## src/fccl_pkg.sv

```systemverilog
package fccl_pkg;

    // ==========================================================
    // Register map
    localparam logic [3:0]  FCCL_CMD_OFS    = 4'h0;
    localparam logic [3:0]  FCCL_LIVE_OFS   = 4'h4;
    localparam logic [3:0]  FCCL_KEYS_OFS   = 4'h8;
    localparam logic [3:0]  FCCL_COND_OFS   = 4'hC;

    // ==========================================================
    // Field positions in the 16-bit keys image, bit 15 is the MSB, and the low bit of the command field in CMD
    localparam int          FCCL_KEY_OVF    = 15;
    localparam int          FCCL_KEY_CARRY  = 13;
    localparam int          FCCL_KEY_SIGN   = 7;
    localparam int          FCCL_KEY_ZERO   = 6;
    localparam int          FCCL_CMD_LSB    = 16;

    // ==========================================================
    // Reset values and answers
    localparam logic [3:0]  FCCL_FLAGS_RST  = 4'h0;
    localparam logic [15:0] FCCL_KEYS_RST   = 16'h0000;
    localparam logic [1:0]  FCCL_RESP_OKAY  = 2'h0;
    localparam logic [1:0]  FCCL_RESP_SLV   = 2'h2;

    // ==========================================================
    // Software commands in CMD[17:16]
    localparam logic [1:0]  FCCL_SW_NONE    = 2'h0;
    localparam logic [1:0]  FCCL_SW_CLR     = 2'h1;
    localparam logic [1:0]  FCCL_SW_SET     = 2'h2;
    localparam logic [1:0]  FCCL_SW_LOAD    = 2'h3;

    typedef enum logic [3:0] {
        op_add,
        op_sub,
        op_cmp,
        op_logic,
        op_fault,
        clear_overflow_flag_op,
        set_overflow_flag_op,
        accumulator_to_flags_op,
        load_status_word_op
    } fccl_op_t;

    typedef enum logic [1:0] {
        fn_and,
        fn_or,
        fn_xor,
        fn_cpl
    } fccl_logic_fn_t;

    typedef struct packed {
        fccl_op_t       op;
        fccl_logic_fn_t fn;
        logic           wide;
        logic [31:0]    a;
        logic [31:0]    b;
    } fccl_req_t;

    typedef struct packed {
        logic ovf;
        logic carry;
        logic sign;
        logic zero;
    } fccl_flags_t;

    typedef struct packed {
        logic gt;
        logic eq;
        logic lt;
        logic ge;
        logic le;
        logic ne;
    } fccl_cond_t;

endpackage

```

## src/fccl_flag_unit.sv

```systemverilog
`timescale 1ns/1ps
module fccl_flag_unit
    import fccl_pkg::*;
(
    // Clock and reset
    input  wire logic        aclk,
    input  wire logic        aresetn,
    // Datapath request
    input  wire logic        upd_valid,
    input  wire fccl_req_t   upd_req,
    // Datapath results
    output logic             res_valid,
    output logic [31:0]      res_data,
    output fccl_flags_t      live_flags,
    output logic [15:0]      keys_copy,
    output fccl_cond_t       cond,
    // AXI4-Lite write address
    input  wire logic        s_axi_awvalid,
    output logic             s_axi_awready,
    input  wire logic [3:0]  s_axi_awaddr,
    // AXI4-Lite write data
    input  wire logic        s_axi_wvalid,
    output logic             s_axi_wready,
    input  wire logic [31:0] s_axi_wdata,
    input  wire logic [3:0]  s_axi_wstrb,
    // AXI4-Lite write response
    output logic             s_axi_bvalid,
    input  wire logic        s_axi_bready,
    output logic [1:0]       s_axi_bresp,
    // AXI4-Lite read address
    input  wire logic        s_axi_arvalid,
    output logic             s_axi_arready,
    input  wire logic [3:0]  s_axi_araddr,
    // AXI4-Lite read data
    output logic             s_axi_rvalid,
    input  wire logic        s_axi_rready,
    output logic [31:0]      s_axi_rdata,
    output logic [1:0]       s_axi_rresp
);

    // ==========================================================
    // State
    fccl_flags_t  flags_r;
    fccl_flags_t  flags_nxt;
    logic [15:0]  keys_r;
    logic [31:0]  res_r;
    logic         res_valid_r;
    logic         bvalid_r;
    logic [1:0]   bresp_r;
    logic         rvalid_r;
    logic [31:0]  rdata_r;
    logic [1:0]   rresp_r;

    // ==========================================================
    // Operand extension to one bit beyond 32-bit width
    wire logic [32:0] ext_a;
    wire logic [32:0] ext_b;
    wire logic [32:0] u_a;
    wire logic [32:0] u_b;
    wire logic [32:0] u_mask;
    wire logic [32:0] sum_ext;
    wire logic [32:0] dif_ext;
    wire logic [32:0] u_sum;
    wire logic [32:0] u_dif;
    wire logic [31:0] width_mask;

    assign width_mask = upd_req.wide ? 32'hFFFFFFFF : 32'h0000FFFF;
    assign ext_a  = upd_req.wide ? {upd_req.a[31], upd_req.a}
                                 : {{17{upd_req.a[15]}}, upd_req.a[15:0]};
    assign ext_b  = upd_req.wide ? {upd_req.b[31], upd_req.b}
                                 : {{17{upd_req.b[15]}}, upd_req.b[15:0]};
    assign u_a    = {1'b0, upd_req.a & width_mask};
    assign u_b    = {1'b0, upd_req.b & width_mask};
    assign u_mask = {1'b0, width_mask};
    assign sum_ext = ext_a + ext_b;
    assign dif_ext = ext_a - ext_b;
    assign u_sum   = u_a + u_b;
    assign u_dif   = u_a + (u_b ^ u_mask) + 33'h000000001;

    // ==========================================================
    // Result values
    wire logic [31:0] arith_res;
    wire logic [31:0] logic_res;
    wire logic [31:0] sel_res;
    wire logic        is_sub;
    wire logic        arith_carry;
    wire logic        res_msb;
    wire logic        res_zero;
    wire logic        ext_sign;
    wire logic [31:0] logic_raw;

    assign is_sub    = (upd_req.op == op_sub);
    assign arith_res = (is_sub ? dif_ext[31:0] : sum_ext[31:0]) & width_mask;
    assign logic_raw = (upd_req.fn == fn_and) ? (upd_req.a & upd_req.b) :
                       (upd_req.fn == fn_or)  ? (upd_req.a | upd_req.b) :
                       (upd_req.fn == fn_xor) ? (upd_req.a ^ upd_req.b) :
                                                ~upd_req.a;
    assign logic_res = logic_raw & width_mask;
    assign sel_res   = (upd_req.op == op_logic) ? logic_res :
                       (upd_req.op == op_cmp)   ? (dif_ext[31:0] & width_mask) :
                                                  arith_res;
    assign res_zero  = (sel_res == 32'h00000000);
    assign res_msb   = upd_req.wide ? sel_res[31] : sel_res[15];
    assign ext_sign  = (is_sub || upd_req.op == op_cmp) ? dif_ext[32] : sum_ext[32];
    assign arith_carry = upd_req.wide ? (is_sub ? u_dif[32] : u_sum[32])
                                      : (is_sub ? u_dif[16] : u_sum[16]);

    // ==========================================================
    // AXI4-Lite decode
    wire logic        wr_go;
    wire logic        rd_go;
    wire logic        wr_cmd_hit;
    wire logic        wr_hit;
    wire logic [1:0]  sw_cmd;
    wire logic [15:0] sw_keys;
    wire logic        rd_hit;
    wire logic [31:0] rd_word;

    // Bus writes wait while the datapath updates the flags, so no update is lost.
    assign wr_go   = s_axi_awvalid && s_axi_wvalid && !bvalid_r && !upd_valid;
    assign s_axi_awready = wr_go;
    assign s_axi_wready  = wr_go;
    assign wr_hit  = (s_axi_awaddr == FCCL_CMD_OFS);
    assign wr_cmd_hit = wr_go && wr_hit && s_axi_wstrb[2];
    assign sw_cmd  = wr_cmd_hit ? s_axi_wdata[FCCL_CMD_LSB +: 2] : FCCL_SW_NONE;
    assign sw_keys = s_axi_wdata[15:0];

    assign rd_go   = s_axi_arvalid && !rvalid_r;
    assign s_axi_arready = rd_go;
    assign rd_hit  = (s_axi_araddr == FCCL_CMD_OFS) || (s_axi_araddr == FCCL_LIVE_OFS) ||
                     (s_axi_araddr == FCCL_KEYS_OFS) || (s_axi_araddr == FCCL_COND_OFS);
    assign rd_word = (s_axi_araddr == FCCL_LIVE_OFS) ? {28'h0000000, flags_r} :
                     (s_axi_araddr == FCCL_KEYS_OFS) ? {16'h0000, keys_r} :
                     (s_axi_araddr == FCCL_COND_OFS) ? {26'h0000000, cond} :
                                                       32'h00000000;

    // ==========================================================
    // Flag update
    always_comb begin
        flags_nxt = flags_r;
        if (upd_valid) begin
            case (upd_req.op)
                op_add, op_sub: begin
                    flags_nxt.ovf   = (ext_sign != res_msb);
                    flags_nxt.carry = arith_carry;
                    flags_nxt.sign  = ext_sign;
                    flags_nxt.zero  = res_zero;
                end
                op_cmp: begin
                    flags_nxt.sign  = ext_sign;
                    flags_nxt.zero  = res_zero;
                end
                op_logic: begin
                    flags_nxt.sign  = res_msb;
                    flags_nxt.zero  = res_zero;
                end
                op_fault: begin
                    flags_nxt.ovf   = 1'b1;
                end
                clear_overflow_flag_op: begin
                    flags_nxt.ovf   = 1'b0;
                end
                set_overflow_flag_op: begin
                    flags_nxt.ovf   = 1'b1;
                end
                accumulator_to_flags_op, load_status_word_op: begin
                    flags_nxt.ovf   = upd_req.a[FCCL_KEY_OVF];
                    flags_nxt.carry = upd_req.a[FCCL_KEY_CARRY];
                    flags_nxt.sign  = upd_req.a[FCCL_KEY_SIGN];
                    flags_nxt.zero  = upd_req.a[FCCL_KEY_ZERO];
                end
                default: begin
                    flags_nxt = flags_r;
                end
            endcase
        end else begin
            case (sw_cmd)
                FCCL_SW_CLR: begin
                    flags_nxt.ovf = 1'b0;
                end
                FCCL_SW_SET: begin
                    flags_nxt.ovf = 1'b1;
                end
                FCCL_SW_LOAD: begin
                    flags_nxt.ovf   = sw_keys[FCCL_KEY_OVF];
                    flags_nxt.carry = sw_keys[FCCL_KEY_CARRY];
                    flags_nxt.sign  = sw_keys[FCCL_KEY_SIGN];
                    flags_nxt.zero  = sw_keys[FCCL_KEY_ZERO];
                end
                default: begin
                    flags_nxt = flags_r;
                end
            endcase
        end
    end

    always_ff @(posedge aclk) begin
        if (!aresetn) begin
            flags_r <= FCCL_FLAGS_RST;
        end else begin
            flags_r <= flags_nxt;
        end
    end

    always_ff @(posedge aclk) begin
        if (!aresetn) begin
            keys_r <= FCCL_KEYS_RST;
        end else begin
            keys_r                 <= FCCL_KEYS_RST;
            keys_r[FCCL_KEY_OVF]   <= flags_r.ovf;
            keys_r[FCCL_KEY_CARRY] <= flags_r.carry;
            keys_r[FCCL_KEY_SIGN]  <= flags_r.sign;
            keys_r[FCCL_KEY_ZERO]  <= flags_r.zero;
        end
    end

    always_ff @(posedge aclk) begin
        if (!aresetn) begin
            res_r       <= 32'h00000000;
            res_valid_r <= 1'b0;
        end else begin
            res_valid_r <= upd_valid && (upd_req.op == op_add || upd_req.op == op_sub ||
                                         upd_req.op == op_logic);
            if (upd_valid) begin
                res_r <= sel_res;
            end
        end
    end

    // ==========================================================
    // Bus answers
    always_ff @(posedge aclk) begin
        if (!aresetn) begin
            bvalid_r <= 1'b0;
            bresp_r  <= FCCL_RESP_OKAY;
        end else if (wr_go) begin
            bvalid_r <= 1'b1;
            bresp_r  <= wr_hit ? FCCL_RESP_OKAY : FCCL_RESP_SLV;
        end else if (s_axi_bready) begin
            bvalid_r <= 1'b0;
        end
    end

    always_ff @(posedge aclk) begin
        if (!aresetn) begin
            rvalid_r <= 1'b0;
            rdata_r  <= 32'h00000000;
            rresp_r  <= FCCL_RESP_OKAY;
        end else if (rd_go) begin
            rvalid_r <= 1'b1;
            rdata_r  <= rd_word;
            rresp_r  <= rd_hit ? FCCL_RESP_OKAY : FCCL_RESP_SLV;
        end else if (s_axi_rready) begin
            rvalid_r <= 1'b0;
        end
    end

    // ==========================================================
    // Outputs
    assign res_valid    = res_valid_r;
    assign res_data     = res_r;
    assign live_flags   = flags_r;
    assign keys_copy    = keys_r;
    assign s_axi_bvalid = bvalid_r;
    assign s_axi_bresp  = bresp_r;
    assign s_axi_rvalid = rvalid_r;
    assign s_axi_rdata  = rdata_r;
    assign s_axi_rresp  = rresp_r;

    assign cond = '{gt: !flags_r.sign && !flags_r.zero,
                    eq: flags_r.zero,
                    lt: flags_r.sign,
                    ge: !flags_r.sign,
                    le: flags_r.sign || flags_r.zero,
                    ne: !flags_r.zero};

endmodule

```

## config.mk

```make
export PLATFORM = sky130hd
export DESIGN_NAME = fccl_flag_unit
export DESIGN_NICKNAME = d
export VERILOG_FILES = /design/src/fccl_pkg.sv /design/src/fccl_flag_unit.sv
export SDC_FILE = /design/constraint.sdc
export NUM_CORES = 1
export LEC_CHECK = 0
export BUFFER_PORTS_ARGS = -buffer_cell sky130_fd_sc_hd__buf_2
export CAP_MARGIN = 5
export CORE_MARGIN = 2
export CORE_UTILIZATION = 52
export DETAILED_ROUTE_END_ITERATION = 8
export PLACE_DENSITY = 0.82
export SYNTH_ARGS = -nofsm -noshare
export SYNTH_HDL_FRONTEND = slang
export SYNTH_SLANG_ARGS = --single-unit
```

## constraint.sdc

```tcl
create_clock -name aclk -period 3.8 [get_ports aclk]
set_input_delay 0.19 -clock aclk [delete_from_list [all_inputs] [get_ports aclk]]
set_output_delay 0.19 -clock aclk [all_outputs]
set_load 0.02 [all_outputs]
```

==> flow_metrics.tcl, run 1 <==
set metrics [dict create \
    run_status "complete, no violations" \
    tightest_slew_ps 851 \
    cts_max_path_buffers 2 \
    dp_hpwl_mm 28.2 \
    crit_required_ps 4010 \
    path_buf_inv 1 \
    io_pins 223 \
    power_frac_seq 0.209 \
    comb_power_share 0.632 \
    first_iter_violations 895 \
    post-route-min-period_ps 3660 \
    nNetsFinal 1949 \
    netlist_top_cells_area "ha_1 18%, dfxtp_1 11%, nor2_1 7.7%, inv_1 5.0%, a21oi_1 4.8%" \
    slew_headroom 0.432 \
    synth-seq-cells 55 \
    synth_area_sq_um 10000 \
    worst_skew_pair.late_latency_ps 300 \
    die_y_um 143 \
    endpoint_kind "flop" \
    final_antenna_net_count 0 \
    powerDensity_nw_per_um2 253 \
    antenna_found_initial 0 \
    crit_path_top_delay_cell "or4b_1" \
    synth_edf_count 0 \
    syn-mean-instance-area_sq_um 6.95 \
    fin_setup_tns_ps 0 \
    place_ws_ps -89.9 \
    crit_chain "buf_2 -> ha_1 -> fa_1 -> a211o_1 -> a21oi_1 -> o211ai_1 -> a311oi_1 -> nor2_1 -> o31a_1 -> a22oi_2 -> o211a_1 -> nand4b_1 -> or4b_1 -> o31ai_2" \
    drive_gt1_frac 0.231 \
    period_share 0.962 \
    p_leak_uw 0.00610 \
    grt_start_max_net_pins 35 \
    hold_viol 0 \
    fmax_mhz 274 \
    grt_pass1_wl_mm 55.1 \
    first_pass_iters 6 \
    ys.flop_type "dfxtp_1" \
    wl_per_cell_um 17.8 \
    worst-setup-path-type "in2reg" \
    worst_path_dominant_cell_family "compound AO/OA/AOI/OAI gates" \
    clock-root-buffer "clkbuf_16" \
    maxCapViolCount 0 \
    yosysWarnings 0 \
    drc 0 \
    cts_tree "done" \
    via_per_inst 6.02 \
    finalSetupViolCount 0 \
    finalWirelength_mm 34.6 \
    gp_congestion 0.990 \
    power_frac_clock 0.159 \
    vias 11700 \
    hold_class "in2reg" \
    fin_worst_skew_ps 7.47 \
    synth_seq_area_share 0.110 \
    gr-usage-all-layers 0.333 \
    switching_power_uw 1400 \
    syn_to_final_growth_pct 20.8 \
    antenna_cells 0 \
    port_buffers 157 \
    fillers 1755 \
    internal_power_uw 1670 \
    start_util 0.533 \
    syn_inst 1443 \
    grt_overflow 0 \
    ctsHoldBuffers 0 \
    setup.worst_path.start_class "input pin" \
    ir_drop_v 0.000215 \
    switching_share 0.455 \
    finalWorstSetupSlack_ps 144 \
    htreeDepth 2 \
    worst-endpoint-arrival_ps 3870 \
    cp_slowest_stage_delay_ps 550 \
    clock-sinks 55 \
    yosys.cell_types.count 87 \
    yosys.area.top_type_share 0.180 \
    rows 50 \
    worstPathMaxFanout 3 \
    die_w_um 143 \
    yosysTopAreaCell "ha_1" \
    cts_inserted_buffers 5 \
    clk_pin_slew_ps 80 \
    drv_slew 0 \
    fp.coreArea_sq_um 18800 \
    grt_pass1_vias 10900 \
    async_reset_ff_frac 0 \
    die_area_sq_um 20400 \
]
-- worst paths after layout --
check,start,end,slack (ps),cells past startpoint
max,upd_req[0],cond[4],140,14
min,s_axi_rready,s_axi_rvalid,160,3
max reg2reg,s_axi_bvalid,cond[4],410,11
min reg2reg,s_axi_rvalid,s_axi_rvalid,480,2
-- tightest hold or removal path, cell delays in order --
cell	delay, ps
buf_2	70
nand2b_1	90
a21oi_1	60
-- cells in the mapped netlist, types with 16 or more instances --
master	number
nor3_1	37
a21o_1	30
dfxtp_1	55
o21ai_0	97
ha_1	144
nand3_1	28
a21oi_1	97
xnor2_1	18
a211oi_1	25
buf_4	39
nand2_1	108
o211ai_1	33
nor2_1	205
mux2i_1	20
inv_1	134
clkbuf_1	58
mux4_2	16
-- power groups by stage --
stage / clock network (uW) / registers, uW / logic, uW
final: 488 / 643 / 1940
after detailed placement: 0 / 655 / 1860
after global routing: 507 / 648 / 2110
after floorplan: 0 / 700 / 1140
after global placement: 0 / 654 / 1830
after CTS: 489 / 642 / 1880
-- layout make-up --
| type | count | area, sq um | area share |
|---|---|---|---|
| well taps | 260 | 325 | 0.0268 |
| clock inverters | 3 | 28.8 | 0.00237 |
| inverters | 138 | 520 | 0.0429 |
| flip-flops and latches | 55 | 1100 | 0.0908 |
| repair buffers | 316 | 2020 | 0.167 |
| clock buffers | 5 | 125 | 0.0103 |
| multi-input cells | 1164 | 8000 | 0.660 |
-- cells by family after synthesis --
| kind of cell | after synthesis | synth area share |
|---|---|---|
| AND/OR/NAND/NOR | 487 | 0.224 |
| AO/OA/AOI/OAI | 435 | 0.291 |
| buffers and inverters | 259 | 0.115 |
| adder cells (fa/ha/maj) | 146 | 0.184 |
| flip-flops | 55 | 0.110 |
| multiplexers | 37 | 0.0570 |
| XOR/XNOR | 23 | 0.0201 |
| other | 1 | 0.000374 |
-- state kept, by name (all words and copies together) (netlist names) --
name and count:
res_data 32, s_axi_rdata 10, keys_copy 4, cond 2, live_flags 2, res_valid 1, s_axi_bresp 1, s_axi_bvalid 1
s_axi_rresp 1, s_axi_rvalid 1
-- routing by layer --
metal,global-route usage,vias to the layer above,part of all wire
li1,-,5557,-
met1,0.426,5480,0.42
met2,0.581,552,0.47
met3,0.0409,94,0.075
met4,0.113,0,0.036
met5,0,-,0
-- layout by cell type, fill, tap and decap left out, drive strengths merged, types with 6 or more instances in the layout --
cell     count
buf        316
nor2       205
ha         144
inv        138
nand2      108
o21ai      104
a21oi       98
dfxtp       55
nor3        38
conb        36
o211ai      33
a21o        30
nand3       28
a211oi      25
mux2i       20
xnor2       18
mux4        16
nand4       15
nor2b       14
a31oi       13
o21a        12
nor4        12
o2111ai     11
o31ai       11
nand2b      10
a211o       10
and3        10
and2         9
o21bai       9
or4          9
or2          9
or3          7
o311ai       7
a21boi       6
-- timing repair --
item                                    CTS  global route
endpoints found under the setup margin    0             3
gates resized for setup                   0            23
buffers inserted                          0             1
-- metrics by stage --
stage / cell area [sq um] / total power, uW / instances / hold WS (ps) / util
2_1_floorplan: 10200 / 1840 / 1478 / 372 / -
3_3_place_gp: 11900 / 2490 / 1932 / 454 / 0.631
3_5_place_dp: 11900 / 2520 / 1932 / 461 / 0.631
4_1_cts: 12000 / 3010 / 1940 / 160 / 0.639
5_1_grt: 12100 / 3270 / 1941 / 196 / 0.644
6_report: 12100 / 3070 / 1941 / 159 / 0.644
Power figures use the tool's default switching activity.
==> inputs of run 2 (changes only) <==
--- a/config.mk
+++ b/config.mk
@@ -7,10 +7,12 @@
 export LEC_CHECK = 0
 export BUFFER_PORTS_ARGS = -buffer_cell sky130_fd_sc_hd__buf_2
 export CAP_MARGIN = 5
+export CORE_ASPECT_RATIO = 1.2
 export CORE_MARGIN = 2
 export CORE_UTILIZATION = 52
 export DETAILED_ROUTE_END_ITERATION = 8
 export PLACE_DENSITY = 0.82
+export RECOVER_POWER = 100
 export SYNTH_ARGS = -nofsm -noshare
 export SYNTH_HDL_FRONTEND = slang
 export SYNTH_SLANG_ARGS = --single-unit
==> run 2 against run 1 <==
Effect of this change:
- hold slack lost 0.69 ps
- final area is 0.50% higher
- sequential power is 0.6% higher
- non-clock buffer count up 29
- critical path type unchanged
- power shrank 0.90%
- combinational power barely moved
- flip-flop and latch count unchanged
- clock-buffer cell count stayed put
==> flow_metrics.tcl, run 2 (same netlist as run 1, synthesis figures left out) <==
set metrics [dict create \
    register_area_sq_um 1100 \
    grt_pass1_vias 11000 \
    powerDensity_nw_per_um2 250 \
    finalSetupViolCount 0 \
    endpoint_kind "flop" \
    postCtsSetupBuffers 0 \
    cts_inserted_buffers 5 \
    holdWs_ps 158 \
    worst_path_dominant_cell_family "simple AND/OR/NAND/NOR gates" \
    critical_path.startpoint "upd_req[32]" \
    drv_slew 0 \
    period_share 0.971 \
    run_status "complete, no violations" \
    slew_headroom 0.216 \
    htreeDepth 2 \
    worst-setup-path-type "in2reg" \
    ir_drop_v 0.000321 \
    grt_overflow 0 \
    io_pins 223 \
    cts_max_path_buffers 2 \
    rr_startpoint "s_axi_bvalid" \
    worstHoldStart "s_axi_rready" \
    crit_chain "buf_2 -> inv_1 -> ha_1 -> fa_1 -> nor2_1 -> o311ai_2 -> a211oi_1 -> clkbuf_1 -> and3_1 -> nor3_1 -> buf_4 -> or2_1 -> a21oi_1 -> mux2_2 -> a21oi_1 -> or4b_1 -> o31ai_2" \
    p_leak_uw 0.00596 \
    path_buf_inv 4 \
    die_y_um 156 \
    crit_path_top_delay_cell "or4b_1" \
    first_iter_violations 1116 \
    grt_pass1_wl_mm 54.0 \
    cp_slowest_stage_delay_ps 490 \
    ctsHoldBuffers 0 \
    first_pass_iters 6 \
    maxCapViolCount 0 \
    finalWirelength_mm 33.8 \
    die_area_sq_um 20400 \
    final_cell_count_no_fill 1966 \
    gr-usage-all-layers 0.326 \
    crit_top_cell "a21oi_1" \
    dp_hpwl_mm 27.8 \
    wl_per_cell_um 17.2 \
    port_buffers 157 \
    drc 0 \
    clk_pin_slew_ps 80 \
    antenna_found_initial 0 \
    hold_class "in2reg" \
    drive_gt1_frac 0.198 \
    hold_viol 0 \
    largest_reg_flops 32 \
    cts_resized 0 \
    clock-sinks 55 \
    crit_required_ps 4020 \
    vias 11700 \
    rrSetupSlack_ps 530 \
    antenna_cells 0 \
    setup.worst_path.start_class "input pin" \
    cts_tree "done" \
    fp.coreArea_sq_um 18900 \
    via_per_inst 5.93 \
    multi_input_area_sq_um 7980 \
    worst_skew_pair.late_latency_ps 300 \
    fillers 1712 \
    final_common_cell "nor2_1" \
    tightest_slew_ps 1170 \
    worst-endpoint-arrival_ps 3910 \
    syn_to_final_growth_pct 21.4 \
    fmax_mhz 271 \
    place_inst 1958 \
    gp_congestion 1.02 \
    rows 55 \
    fin_worst_skew_ps 5.83 \
    final_cell_mix "201 x nor2_1, 177 x buf_4, 143 x ha_1" \
    clock-root-buffer "clkbuf_16" \
    worstPathMaxFanout 3 \
    final_antenna_net_count 0 \
    nNetsFinal 1978 \
    grt_start_max_net_pins 40 \
    post-route-min-period_ps 3690 \
    start_util 0.532 \
    die_w_um 131 \
]
==> run 2: cell type report <==
cell class	count	share of cell area
Inverter	138	0.0426
Tap cell	256	0.0263
Clock buffer	5	0.0103
Clock inverter	3	0.00185
Sequential cell	55	0.0904
Timing Repair Buffer	345	0.174
Multi-Input combinational cell	1164	0.655
==> run 2: through the flow <==
stage	total power, uW	utilization	worst slack [ps]	area, sq um	TNS, ps
final	3040	0.646	110	12200	0
after global routing	3250	0.646	-2.32	12200	-2.32
after CTS	3020	0.649	142	12200	0
after detailed placement	2550	0.641	-161	12100	-214
after global placement	2510	0.641	-60.8	12100	-60.8
after floorplan	1840	-	38.5	10200	0
==> run 2: metal layers <==
layer / vias to the layer above / global-route usage / wire length (um)
met5: - / 0 / 0
met4: 0 / 0.137 / 1460
met3: 97 / 0.0250 / 2660
met2: 608 / 0.565 / 15900
met1: 5354 / 0.413 / 13800
li1: 5608 / - / -
==> run 2: report_power, final <==
part	internal [uW]	switching, uW	total, uW	leakage [uW]
logic	813	1120	1930	0.00544
registers	617	29.7	647	0.000450
clock network	247	216	463	0.0000742
==> run 2: worst min-delay path, cell delays in order <==
cell	delay, ps
buf_2	70
nand2b_1	90
a21oi_1	60
==> run 2: worst paths after layout <==
check	endpoint	cells after the start
max	cond[4]	17
min	s_axi_rvalid	3
max reg2reg	cond[4]	11
min reg2reg	s_axi_rvalid	2
==> inputs of run 3 (changes only) <==
==> constraint.sdc (replaced) <==
create_clock -name aclk -period 3.8 [get_ports aclk]
set_input_delay 0.38 -clock aclk [delete_from_list [all_inputs] [get_ports aclk]]
set_output_delay 0.38 -clock aclk [all_outputs]
set_load 0.02 [all_outputs]
==> run 3 against run 2 <==
Effect of this change:
- sequential power hardly changed
- non-clock buffer count is 70 higher
- critical path depth is 2 lower
- critical path type unchanged
- critical endpoint unchanged
- largest cell class unchanged
==> flow_metrics.tcl, run 3 (same netlist as run 1, synthesis figures left out) <==
set metrics [dict create \
    run_status "complete, no violations" \
    place_inst 2024 \
    worstPathMaxFanout 3 \
    ctsHoldBuffers 0 \
    finalWirelength_mm 36.1 \
    post-route-min-period_ps 3700 \
    p_leak_uw 0.00635 \
    dp_hpwl_mm 29.4 \
    finalWorstSetupSlack_ps 102 \
    clock-sinks 55 \
    cts_tree "done" \
    drc 0 \
    r2r-end "cond[4]" \
    crit_path_top_delay_cell "or4b_1" \
    drive_gt1_frac 0.246 \
    die_area_sq_um 20400 \
    final_cell_mix "247 x buf_4, 194 x nor2_1, 142 x ha_1" \
    nNetsFinal 2048 \
    die_y_um 156 \
    finalSetupViolCount 0 \
    grt_pass1_wl_mm 56.4 \
    holdWs_ps 343 \
    worstHoldStart "s_axi_rready" \
    largest_reg_flops 32 \
    reg2reg_depth 11 \
    path_buf_inv 2 \
    htreeDepth 2 \
    cp_slowest_stage_delay_ps 510 \
    slew_headroom 0.212 \
    fin_worst_skew_ps 5.30 \
    antenna_found_initial 1 \
    port_buffers 157 \
    ir_drop_v 0.000248 \
    cts_max_path_buffers 2 \
    drv_slew 0 \
    clock-root-buffer "clkbuf_16" \
    worst-endpoint-arrival_ps 3920 \
    die_w_um 131 \
    rr_startpoint "s_axi_bvalid" \
    place_ws_ps -298 \
    hold-path-endpoint "s_axi_rvalid" \
    via_per_inst 5.94 \
    antenna_cells 0 \
    rows 55 \
    worst-setup-path-type "in2reg" \
    worst_skew_pair.late_latency_ps 300 \
    fmax_mhz 270 \
    syn_to_final_growth_pct 29.0 \
    vias 12100 \
    io_pins 223 \
    period_share 0.973 \
    final_common_cell "buf_4" \
    grt_overflow 0 \
    final_antenna_net_count 0 \
    worstHoldPathCells 3 \
    first_iter_violations 1204 \
    grt_pass1_vias 11400 \
    cts_inserted_buffers 5 \
    crit_required_ps 4020 \
    wl_per_cell_um 17.7 \
    final_cell_count_no_fill 2036 \
    hold_class "in2reg" \
    start_util 0.532 \
    maxCapViolCount 0 \
    hold_viol 0 \
    final_util 0.686 \
    worst_path_dominant_cell_family "compound AO/OA/AOI/OAI gates" \
    setup.worst_path.start_class "input pin" \
    rrSetupSlack_ps 620 \
    first_pass_iters 5 \
    endpoint_kind "flop" \
    powerDensity_nw_per_um2 249 \
    gr-usage-all-layers 0.342 \
    tightest_slew_ps 1180 \
    grt_start_max_net_pins 40 \
    clk_pin_slew_ps 70 \
    crit_chain "buf_2 -> ha_1 -> fa_2 -> a211o_1 -> a21oi_2 -> o211ai_1 -> a311oi_1 -> nor2_1 -> o31a_1 -> a22oi_2 -> buf_4 -> o211a_1 -> nand4b_1 -> or4b_1 -> o31ai_2" \
    fp.coreArea_sq_um 18900 \
    gp_congestion 0.991 \
]
[run 3: cell types whose count changed in the layout (fill, tap and decap cells not counted), moves of 3 or more]
cell,before,now
buf_4,177,247
o21ai_0,96,88
nor2_1,201,194
o21ai_1,6,13
nor2_2,4,9
a21oi_1,96,92
a21oi_2,1,5
buf_12,2,5
[run 3: what timing repair did]
item | CTS | global route
setup endpoints to repair | 1 | 6
buffers inserted | 0 | 4
resized for setup | 1 | 53
pin swaps | 0 | 17
[run 3: power breakdown]
| part | total (uW) | internal (uW) | switching, uW | leakage, uW |
|---|---|---|---|---|
| sequential | 649 | 617 | 31.6 | 0.000450 |
| clock | 469 | 264 | 205 | 0.0000741 |
| combinational | 2110 | 919 | 1190 | 0.00583 |
| total | 3220 | 1800 | 1420 | 0.00635 |
[run 3: worst max path at each step]
stage                 from      end  cells after the start
5_1_grt         upd_req[7]  cond[4]                     16
3_3_place_gp   upd_req[64]  cond[4]                     15
6_report        upd_req[0]  cond[4]                     15
4_1_cts        upd_req[32]  cond[4]                     16
2_1_floorplan  upd_req[64]  cond[4]                     16
3_5_place_dp   upd_req[64]  cond[4]                     15
[run 3: final cells by class]
cell class | count | area, sq um
tap | 256 | 320
clock inverter | 1 | 8.76
timing repair buffer | 415 | 2700
fill | 1663 | 5920
sequential | 55 | 1100
inverter | 138 | 526
clock buffer | 7 | 143
multi-input combinational | 1164 | 8140
[run 3: per-stage QoR]
step           cell area (sq um)  TNS, ps  power (uW)
2_1_floorplan              10200        0        1850
3_3_place_gp               12600     -828        2620
3_5_place_dp               12600    -1170        2660
4_1_cts                    12800        0        3140
5_1_grt                    12900    -54.1        3420
6_report                   12900        0        3220
[run 3: tightest hold or removal path, delay by kind of cell]
kind,cells,cell delay (ps)
AO/OA/AOI/OAI,1,60
AND/OR/NAND/NOR,1,80
buffers and inverters,1,70
[run 3: per-layer routing]
layer | share of wire | up-vias | global-route usage
li1 | - | 5748 | -
met1 | 0.40 | 5594 | 0.414
met2 | 0.48 | 626 | 0.609
met3 | 0.082 | 121 | 0.0446
met4 | 0.044 | 2 | 0.127
met5 | 0.00039 | - | 0
